## src/hw/mhc_defines.vh

```
`ifndef MHC_DEFINES_VH
`define MHC_DEFINES_VH
// Clock period in ns
`define MHC_CLK_NS 4
// Pin timing figures, ns
`define MHC_T_STROBE_NS 32
`define MHC_T_CYCLE_NS 45
`define MHC_T_RECOVER_NS 13
`define MHC_T_LATCH_NS 10
`define MHC_T_SETUP_NS 5
// Latest time for read data to turn valid after the strobe starts
`define MHC_T_VALID_NS 30
// Synchroniser stages between the bus pins and the capture
`define MHC_SYNC_DEPTH 3
// Cycle counts: least times round up
`define MHC_C_STROBE ((`MHC_T_STROBE_NS + `MHC_CLK_NS - 1) / `MHC_CLK_NS)
`define MHC_C_CYCLE ((`MHC_T_CYCLE_NS + `MHC_CLK_NS - 1) / `MHC_CLK_NS)
`define MHC_C_RECOVER ((`MHC_T_RECOVER_NS + `MHC_CLK_NS - 1) / `MHC_CLK_NS)
`define MHC_C_LATCH ((`MHC_T_LATCH_NS + `MHC_CLK_NS - 1) / `MHC_CLK_NS)
`define MHC_C_SETUP ((`MHC_T_SETUP_NS + `MHC_CLK_NS - 1) / `MHC_CLK_NS)
`define MHC_C_VALID ((`MHC_T_VALID_NS + `MHC_CLK_NS - 1) / `MHC_CLK_NS)
// Read strobe stretched so the slowest valid data clears the synchroniser
`define MHC_C_READ (`MHC_C_VALID + `MHC_SYNC_DEPTH)
// Register offsets
`define MHC_REG_CTRL 4'h0
`define MHC_REG_ADDR 4'h1
`define MHC_REG_WDATA 4'h2
`define MHC_REG_RDATA 4'h3
`define MHC_REG_STATUS 4'h4
// Control register fields
`define MHC_CTRL_STYLE 0
`define MHC_CTRL_LATCH_POL 1
`define MHC_CTRL_SEL_POL 2
`define MHC_CTRL_RD_POL 3
`define MHC_CTRL_WR_POL 4
`define MHC_CTRL_QUALIFY 5
`define MHC_CTRL_TWO_PHASE 6
`define MHC_CTRL_BYTE_MODE 7
`define MHC_CTRL_HI_FIRST 8
`define MHC_CTRL_RESET 16'h0000
// Command register fields (written to status offset)
`define MHC_CMD_READ 0
`define MHC_CMD_WRITE 1
`define MHC_CMD_ADDR 2
// Status fields
`define MHC_STAT_BUSY 0
`define MHC_STAT_DONE 1
`define MHC_STAT_REFUSED 2
`endif

```

## src/hw/mhc_ctrl.v

```verilog
// The strobed register port and the placing of the registers were decided locally.
`timescale 1ns/100ps
`include "mhc_defines.vh"

// Summary of operation
// - Read: read strobe active with select active
// - Direction mode read: transfer strobe, direction read
// - Write: write or transfer strobe with select
// - Direction held at write through write strobe
// - Select changes only outside active strobe
// - After write only read or write follows
// - Read strobe held at least 32 ns
// - Write strobe held at least 32 ns
// - Read strobe starts spaced 45 ns apart
// - Write strobe starts spaced 45 ns apart
// - 13 ns after strobe before address phase
// - 13 ns between consecutive read strobes
// - 13 ns from write strobe to read
// - Each latch pulse lasts at least 10 ns
module mhc_ctrl #(
    parameter CNT_W = 8
) (
    input wire mclk,
    input wire rst,
    input wire [3:0] reg_addr,
    input wire [15:0] reg_wdata,
    input wire reg_wr,
    input wire reg_rd,
    output reg [15:0] reg_rdata,
    output reg low_addr_latch,
    output reg high_addr_latch,
    output reg chip_sel,
    output reg read_dir,
    output reg write_strobe,
    output reg [15:0] ad_out,
    output reg [15:0] ad_oe,
    input wire [15:0] ad_in
);

    // Phases of a bus operation, one-hot
    localparam ST_IDLE = 7'b0000001;
    localparam ST_LATCH = 7'b0000010;
    localparam ST_GAP = 7'b0000100;
    localparam ST_SETUP = 7'b0001000;
    localparam ST_STROBE = 7'b0010000;
    localparam ST_HOLD = 7'b0100000;
    localparam ST_RECOVER = 7'b1000000;

    localparam integer N_STROBE = `MHC_C_STROBE;
    localparam integer N_READ = `MHC_C_READ;
    localparam integer N_CYCLE = `MHC_C_CYCLE;
    localparam integer N_RECOVER = `MHC_C_RECOVER;
    localparam integer N_LATCH = `MHC_C_LATCH;
    localparam integer N_SETUP = `MHC_C_SETUP;
    localparam [CNT_W-1:0] C_STROBE = N_STROBE[CNT_W-1:0];
    localparam [CNT_W-1:0] C_READ = N_READ[CNT_W-1:0];
    localparam [CNT_W-1:0] C_CYCLE = N_CYCLE[CNT_W-1:0];
    localparam [CNT_W-1:0] C_RECOVER = N_RECOVER[CNT_W-1:0];
    localparam [CNT_W-1:0] C_LATCH = N_LATCH[CNT_W-1:0];
    localparam [CNT_W-1:0] C_SETUP = N_SETUP[CNT_W-1:0];

    reg [15:0] ctrl;
    reg [15:0] addr;
    reg [15:0] wdata;
    reg [15:0] rdata;
    reg busy;
    reg done;
    reg refused;
    reg [6:0] state;
    reg [CNT_W-1:0] cnt;
    reg [CNT_W-1:0] since_start;
    reg op_read;
    reg op_addr;
    reg phase_two;
    reg last_write;
    reg [15:0] ad_s1;
    reg [15:0] ad_s2;
    reg [15:0] ad_s3;

    wire style_dir = ctrl[`MHC_CTRL_STYLE];
    wire pol_latch = ctrl[`MHC_CTRL_LATCH_POL];
    wire pol_sel = ctrl[`MHC_CTRL_SEL_POL];
    wire pol_rd = ctrl[`MHC_CTRL_RD_POL];
    wire pol_wr = ctrl[`MHC_CTRL_WR_POL];
    wire qualify = ctrl[`MHC_CTRL_QUALIFY];
    wire two_phase = ctrl[`MHC_CTRL_TWO_PHASE];
    wire byte_mode = ctrl[`MHC_CTRL_BYTE_MODE];
    wire hi_first = ctrl[`MHC_CTRL_HI_FIRST];
    wire cmd_wr = reg_wr && (reg_addr == `MHC_REG_STATUS);
    wire [15:0] data_mask = byte_mode ? 16'h00ff : 16'hffff;

    // Pin level for an asserted or idle logical signal
    function pin_level;
        input active;
        input pol_high;
        begin
            pin_level = active ? pol_high : ~pol_high;
        end
    endfunction

    // Last count step; zero ends too, so a counter left at zero cannot stall
    function cnt_last;
        input [CNT_W-1:0] c;
        begin
            cnt_last = (c[CNT_W-1:1] == {(CNT_W-1){1'b0}});
        end
    endfunction

    ////////////////////////////////////////////////////////////////////////
    // Read-data bus synchroniser; only stages two and three are compared
    always @(posedge mclk)
    begin
        ad_s1 <= ad_in;
        ad_s2 <= ad_s1;
        ad_s3 <= ad_s2;
    end

    ////////////////////////////////////////////////////////////////////////
    // Software register port
    always @(posedge mclk)
    begin
        if (rst)
        begin
            ctrl <= `MHC_CTRL_RESET;
            addr <= 16'h0000;
            wdata <= 16'h0000;
            reg_rdata <= 16'h0000;
        end
        else
        begin
            // Config change while busy would glitch pin polarity, so hold it
            if (reg_wr && reg_addr == `MHC_REG_CTRL && !busy)
                ctrl <= reg_wdata;
            else if (reg_wr && reg_addr == `MHC_REG_ADDR && !busy)
                addr <= reg_wdata;
            else if (reg_wr && reg_addr == `MHC_REG_WDATA && !busy)
                wdata <= reg_wdata;
            if (!reg_rd)
                reg_rdata <= 16'h0000;
            else if (reg_addr == `MHC_REG_CTRL)
                reg_rdata <= ctrl;
            else if (reg_addr == `MHC_REG_ADDR)
                reg_rdata <= addr;
            else if (reg_addr == `MHC_REG_WDATA)
                reg_rdata <= wdata;
            else if (reg_addr == `MHC_REG_RDATA)
                reg_rdata <= rdata;
            else if (reg_addr == `MHC_REG_STATUS)
                reg_rdata <= {13'h0000, refused, done, busy};
            else
                reg_rdata <= 16'h0000;
        end
    end

    ////////////////////////////////////////////////////////////////////////
    // Cycle engine: address ops latch then gap; read and write ops setup, strobe, hold, then recovery
    always @(posedge mclk)
    begin
        if (rst)
        begin
            state <= ST_IDLE;
            cnt <= {CNT_W{1'b0}};
            since_start <= {CNT_W{1'b1}};
            busy <= 1'b0;
            done <= 1'b0;
            refused <= 1'b0;
            op_read <= 1'b0;
            op_addr <= 1'b0;
            phase_two <= 1'b0;
            last_write <= 1'b0;
            rdata <= 16'h0000;
            low_addr_latch <= 1'b0;
            high_addr_latch <= 1'b0;
            chip_sel <= 1'b0;
            read_dir <= 1'b0;
            write_strobe <= 1'b0;
            ad_out <= 16'h0000;
            ad_oe <= 16'h0000;
        end
        else
        begin
            if (since_start != {CNT_W{1'b1}})
                since_start <= since_start + 1'b1;
            if (cnt != {CNT_W{1'b0}})
                cnt <= cnt - 1'b1;
            case (state)
                ST_IDLE:
                begin
                    // Idle pins track current polarity
                    low_addr_latch <= pin_level(1'b0, pol_latch);
                    high_addr_latch <= pin_level(1'b0, pol_latch);
                    chip_sel <= pin_level(1'b0, pol_sel);
                    read_dir <= pin_level(1'b0, pol_rd);
                    write_strobe <= pin_level(1'b0, pol_wr);
                    ad_oe <= 16'h0000;
                    if (cmd_wr && reg_wdata[`MHC_CMD_ADDR] && last_write)
                    begin
                        refused <= 1'b1;
                        done <= 1'b0;
                    end
                    else if (cmd_wr && reg_wdata[`MHC_CMD_ADDR])
                    begin
                        busy <= 1'b1;
                        done <= 1'b0;
                        refused <= 1'b0;
                        op_addr <= 1'b1;
                        phase_two <= 1'b0;
                        state <= ST_LATCH;
                        cnt <= C_LATCH;
                        ad_oe <= 16'hffff;
                        // Single phase sends both bytes; two phase one at a time
                        ad_out <= two_phase ? {8'h00, hi_first ? addr[15:8] : addr[7:0]} : addr;
                        if (qualify)
                            chip_sel <= pin_level(1'b1, pol_sel);
                        if (!two_phase || !hi_first)
                            low_addr_latch <= pin_level(1'b1, pol_latch);
                        if (!two_phase || hi_first)
                            high_addr_latch <= pin_level(1'b1, pol_latch);
                    end
                    else if (cmd_wr && (reg_wdata[`MHC_CMD_READ] || reg_wdata[`MHC_CMD_WRITE]))
                    begin
                        busy <= 1'b1;
                        done <= 1'b0;
                        refused <= 1'b0;
                        op_addr <= 1'b0;
                        op_read <= reg_wdata[`MHC_CMD_READ];
                        state <= ST_SETUP;
                        cnt <= C_SETUP;
                        if (style_dir)
                            read_dir <= pin_level(reg_wdata[`MHC_CMD_READ], pol_rd);
                        if (!reg_wdata[`MHC_CMD_READ])
                        begin
                            ad_out <= wdata & data_mask;
                            ad_oe <= data_mask;
                        end
                    end
                end
                ST_LATCH:
                    if (cnt_last(cnt))
                    begin
                        // Pulse held for the least latch width
                        low_addr_latch <= pin_level(1'b0, pol_latch);
                        high_addr_latch <= pin_level(1'b0, pol_latch);
                        state <= ST_GAP;
                        cnt <= C_SETUP;
                    end
                ST_GAP:
                    if (cnt_last(cnt))
                    begin
                        if (two_phase && !phase_two)
                        begin
                            phase_two <= 1'b1;
                            ad_out <= {8'h00, hi_first ? addr[7:0] : addr[15:8]};
                            if (hi_first)
                                low_addr_latch <= pin_level(1'b1, pol_latch);
                            else
                                high_addr_latch <= pin_level(1'b1, pol_latch);
                            state <= ST_LATCH;
                            cnt <= C_LATCH;
                        end
                        else
                        begin
                            chip_sel <= pin_level(1'b0, pol_sel);
                            ad_oe <= 16'h0000;
                            busy <= 1'b0;
                            done <= 1'b1;
                            last_write <= 1'b0;
                            state <= ST_IDLE;
                        end
                    end
                ST_SETUP:
                    // Wait for direction setup and the full cycle period from last start
                    if (cnt_last(cnt) && since_start >= C_CYCLE)
                    begin
                        // Select rises with the strobe, never inside it
                        chip_sel <= pin_level(1'b1, pol_sel);
                        since_start <= {CNT_W{1'b0}};
                        if (style_dir)
                            write_strobe <= pin_level(1'b1, pol_wr);
                        else if (op_read)
                            read_dir <= pin_level(1'b1, pol_rd);
                        else
                            write_strobe <= pin_level(1'b1, pol_wr);
                        if (op_read)
                            ad_oe <= 16'h0000;
                        state <= ST_STROBE;
                        cnt <= op_read ? C_READ : C_STROBE; // Late read data must pass the synchroniser
                    end
                ST_STROBE:
                    if (cnt_last(cnt))
                    begin
                        // Capture from the agreed later synchroniser stages
                        if (op_read && ad_s2 == ad_s3)
                            rdata <= ad_s3 & data_mask;
                        else if (op_read)
                            rdata <= ad_s2 & data_mask;
                        // Strobe and select drop together; direction held
                        write_strobe <= pin_level(1'b0, pol_wr);
                        if (!style_dir)
                            read_dir <= pin_level(1'b0, pol_rd);
                        chip_sel <= pin_level(1'b0, pol_sel);
                        state <= ST_HOLD;
                        cnt <= C_SETUP;
                    end
                ST_HOLD:
                    if (cnt_last(cnt))
                    begin
                        // Direction and data hold past strobe end
                        read_dir <= pin_level(1'b0, pol_rd);
                        ad_oe <= 16'h0000;
                        state <= ST_RECOVER;
                        cnt <= C_RECOVER;
                    end
                ST_RECOVER:
                    if (cnt_last(cnt))
                    begin
                        // Recovery covers address, read and write follow-ons
                        busy <= 1'b0;
                        done <= 1'b1;
                        last_write <= !op_read;
                        state <= ST_IDLE;
                    end
                default:
                    state <= ST_IDLE;
            endcase
        end
    end

endmodule // mhc_ctrl

```

## config.mk

```make
export PLATFORM = sky130hd
export DESIGN_NAME = mhc_ctrl
export DESIGN_NICKNAME = d
export VERILOG_FILES = /design/src/hw/mhc_ctrl.v
export VERILOG_INCLUDE_DIRS = /design/src /design/src/hw
export SDC_FILE = /design/constraint.sdc
export NUM_CORES = 1
export LEC_CHECK = 0
export ABC_AREA = 1
export ABC_CLOCK_PERIOD_IN_PS = 2140
export BUFFER_PORTS_ARGS = -buffer_cell sky130_fd_sc_hd__clkbuf_2
export CAP_MARGIN = 20
export CORE_MARGIN = 10
export CORE_UTILIZATION = 55
export CTS_CLUSTER_DIAMETER = 120
export CTS_CLUSTER_SIZE = 30
export DETAILED_ROUTE_END_ITERATION = 6
export PLACE_DENSITY = 0.76
export REMOVE_ABC_BUFFERS = 1
export SLEW_MARGIN = 30
export SYNTH_ARGS = -nofsm -noshare
export SYNTH_HDL_FRONTEND = slang
export SYNTH_SLANG_ARGS = --single-unit
```

## constraint.sdc

```tcl
create_clock -name mclk -period 2.14 [get_ports mclk]
set_clock_uncertainty 0.15 [all_clocks]
set_input_delay 0.214 -clock mclk [delete_from_list [all_inputs] [get_ports mclk]]
set_output_delay 0.214 -clock mclk [all_outputs]
set_load 0.01 [all_outputs]
```

==> flow_summary.ini <==
[outcome]
status = completed

[critical_path]
path_delay_family = simple AND/OR/NAND/NOR gates
critical_path.cell_chain = inv_1 > nor2_1 > nand2_2 > nor2_8 > buf_4 > nand3_4 > nand3_4 > clkinv_2 > nand2_4 > nand2_1 > nand2_1 > nor2_1
crit_buf_inv = 3
slowest_delay_ps = 390
crit_type = flop to flop
endpoint_kind = flop
crit_path_start_kind = flop
required_ps = 2310
cp_max_fo = 16
cpMaxStageDelayCell = dfxtp_1
arrival_ps = 2110

[die]
io_pins = 93
core-area_um2 = 13100
rows = 42
die_area_um2 = 18300
start_util_pct = 55.7
die-height_um = 135
die-width_um = 135

[yosys]
netlist_instances = 1017
synth-compound-area-share_pct = 17.6
synthAdderAreaFrac_pct = 0.513
synth.ff_latch_count = 164
avgSynthCellArea_um2 = 7.20
synth_warnings = 0
synth_simple_gate_area_share_pct = 26.9
synth-xor-area-share_pct = 0.957
ys_types = 41
syn_area_um2 = 7320
synth_top_family_by_area = simple AND/OR/NAND/NOR gates
ys_seq_area_share_pct = 44.8
synthMuxAreaShare_pct = 0

[placement]
place_inst = 1259
gp_routability_congestion = 0.962
portBuffers = 92
hpwl_um = 14800

[drt]
drt_iter0_drc = 640
drc = 0
vias = 7231
ant_nets = 0
first_pass_iters = 5
wl_per_cell_um = 16.0
wl_um = 21300
avgViaCountPerCell = 5.45

[grt]
grt_antenna_before_repair = 0
grt.total_usage_pct = 23.3
overflow = 0
first_global_vias = 6910
grt_first_pass_wirelength_um = 34200
grt_max_degree = 65

[clock_network]
cts_buffer_depth = 2
cts_buffers = 17
cts.sinks = 164
insertion_delay_ps = 430
cts-root-buf = clkbuf_16
clkSlewWorstSetupHoldPaths_ps = 70
cts_tree = yes
htree_levels = 4

[timing]
fin_tns_setup_ps = 0
slew_headroom_pct = 60.8
worst_pin_slew_ps = 584
fmax_mhz = 515
rsz0062_at_grt = yes
finalCriticalPeriod_ps = 1940
hold_violations = 0
post-route-period-util_pct = 90.7
finalMaxSlewViolations = 0
setup_viol = 0

[power_and_ir_drop]
p_leak_nw = 3.89
cellPowerDensity_nw_per_um2 = 1160
vdd_drop_max_v = 0.000613

[final_layout]
instances_no_fill = 1328
area_delta_synth_final_pct = 22.7
diodes = 0
drive_gt1_share_pct = 18.1
nets = 1182

[run]
drv_cap = 0

[hold_path]
min_path_type = input port to flop
[metal layers]
| metal | wire (um) | GRT usage [%] | vias to the layer above |
|---|---|---|---|
| met4 | 855 | 11.8 | 0 |
| met1 | 8510 | 27.0 | 3312 |
| met2 | 10400 | 39.6 | 279 |
| li1 | - | - | 3566 |
| met5 | 0 | 0 | - |
| met3 | 1500 | 5.12 | 74 |
[cell usage in the layout, fill, tap and decap left out, types with 5 or more instances in the layout]
cell             n
nand2_1        209
nor2_2          12
nor2_4           6
inv_8            6
inv_2            9
a31oi_1         15
a21oi_1        100
nor3_1           9
xor2_1           7
clkbuf_2        92
o21ai_1          8
o21ai_0        110
dfxtp_1        164
nand3_1         68
o211ai_1         5
nor2_1         109
nand2_2          5
inv_1           86
clkbuf_16       17
buf_4           35
nand4_1          6
dlygate4sd3_1   32
[worst min-delay path, delay by kind of cell]
family                 cells  cell delay [ps]
AO/OA/AOI/OAI              1               60
buffers and inverters      1              140
AND/OR/NAND/NOR            2              160
[report_power, final]
| part | internal (mW) | total (mW) | switching (mW) |
|---|---|---|---|
| registers | 3.41 | 3.68 | 0.269 |
| clock network | 2.02 | 3.39 | 1.37 |
| logic | 1.24 | 3.38 | 2.14 |
[kinds of logic after synthesis]
group,count (synthesis)
AOI/OAI and AO/OA,247
xor gates and xnor gates,8
adders and majority gates,3
buffers and inverters,156
DFF,164
and+or+nand+nor,439
[layout make-up]
type	instances	area, um2
clock buffer	17	425
clock inverter	15	230
fill	1128	4150
inverter	99	374
multi-input combinational	697	3390
sequential	164	3280
tap	176	220
timing repair buffer	160	1060
[path summary, 6_finish.rpt]
kind	from	endpoint	slack, ps	cells past startpoint
setup / recovery	state[0]	ad_out[12]	200	12
hold / removal	reg_addr[1]	addr[0]	40	4
setup reg to reg	state[0]	ad_out[12]	200	12
hold reg to reg	ad_s1[3]	ad_s2[3]	170	0
[synthesized netlist by cell type (all sizes together)]
cell    count  area, um2
nand2     216        836
dfxtp     164       3280
nor2      130        607
o21ai     119        596
a21oi     100        500
inv        95        357
nand3      72        385
clkbuf     31        118
buf        26        180
a31oi      15       93.8
nor3       11       71.3
nand4       7       50.1
xor2        7       61.3
o211ai      5       37.5
clkinv      4       17.5
ha          3       37.5
o22ai       3       18.8
a221oi      2       17.5
and2        2       15.0
a41oi       1       8.76
nand3b      1       7.51
o21a        1       7.51
o31ai       1       7.51
xnor2       1       8.76
[sequential cells by signal (all words and copies together), names as in the netlist, 16 cells and up]
signal and count:
rdata 16, wdata 16, ad_s2 16, ad_out 16
ctrl 16, ad_s1 16, reg_rdata 16, addr 16
[metrics by stage]
stage / total power [mW] / worst slack, ps / hold slack [ps] / util [%] / instance area, um2
floorplan: 6.01 / -200 / 91.7 / - / 7020
global placement: 6.86 / 213 / 160 / 60.5 / 7950
detailed placement: 6.92 / 180 / 162 / 60.5 / 7950
CTS: 10.4 / 172 / 31.1 / 67.9 / 8930
global route: 11.1 / -1.95 / 74.2 / 68.4 / 8980
finish: 10.5 / 199 / 42.7 / 68.4 / 8980
[repair_timing]
action                     4_1_cts  5_1_grt
gates resized for setup          0        6
setup endpoints to repair        0       27
setup buffers                    0        5
hold endpoints to repair        57        0
hold buffers                    32        0
(Power assumes the default switching activity.)
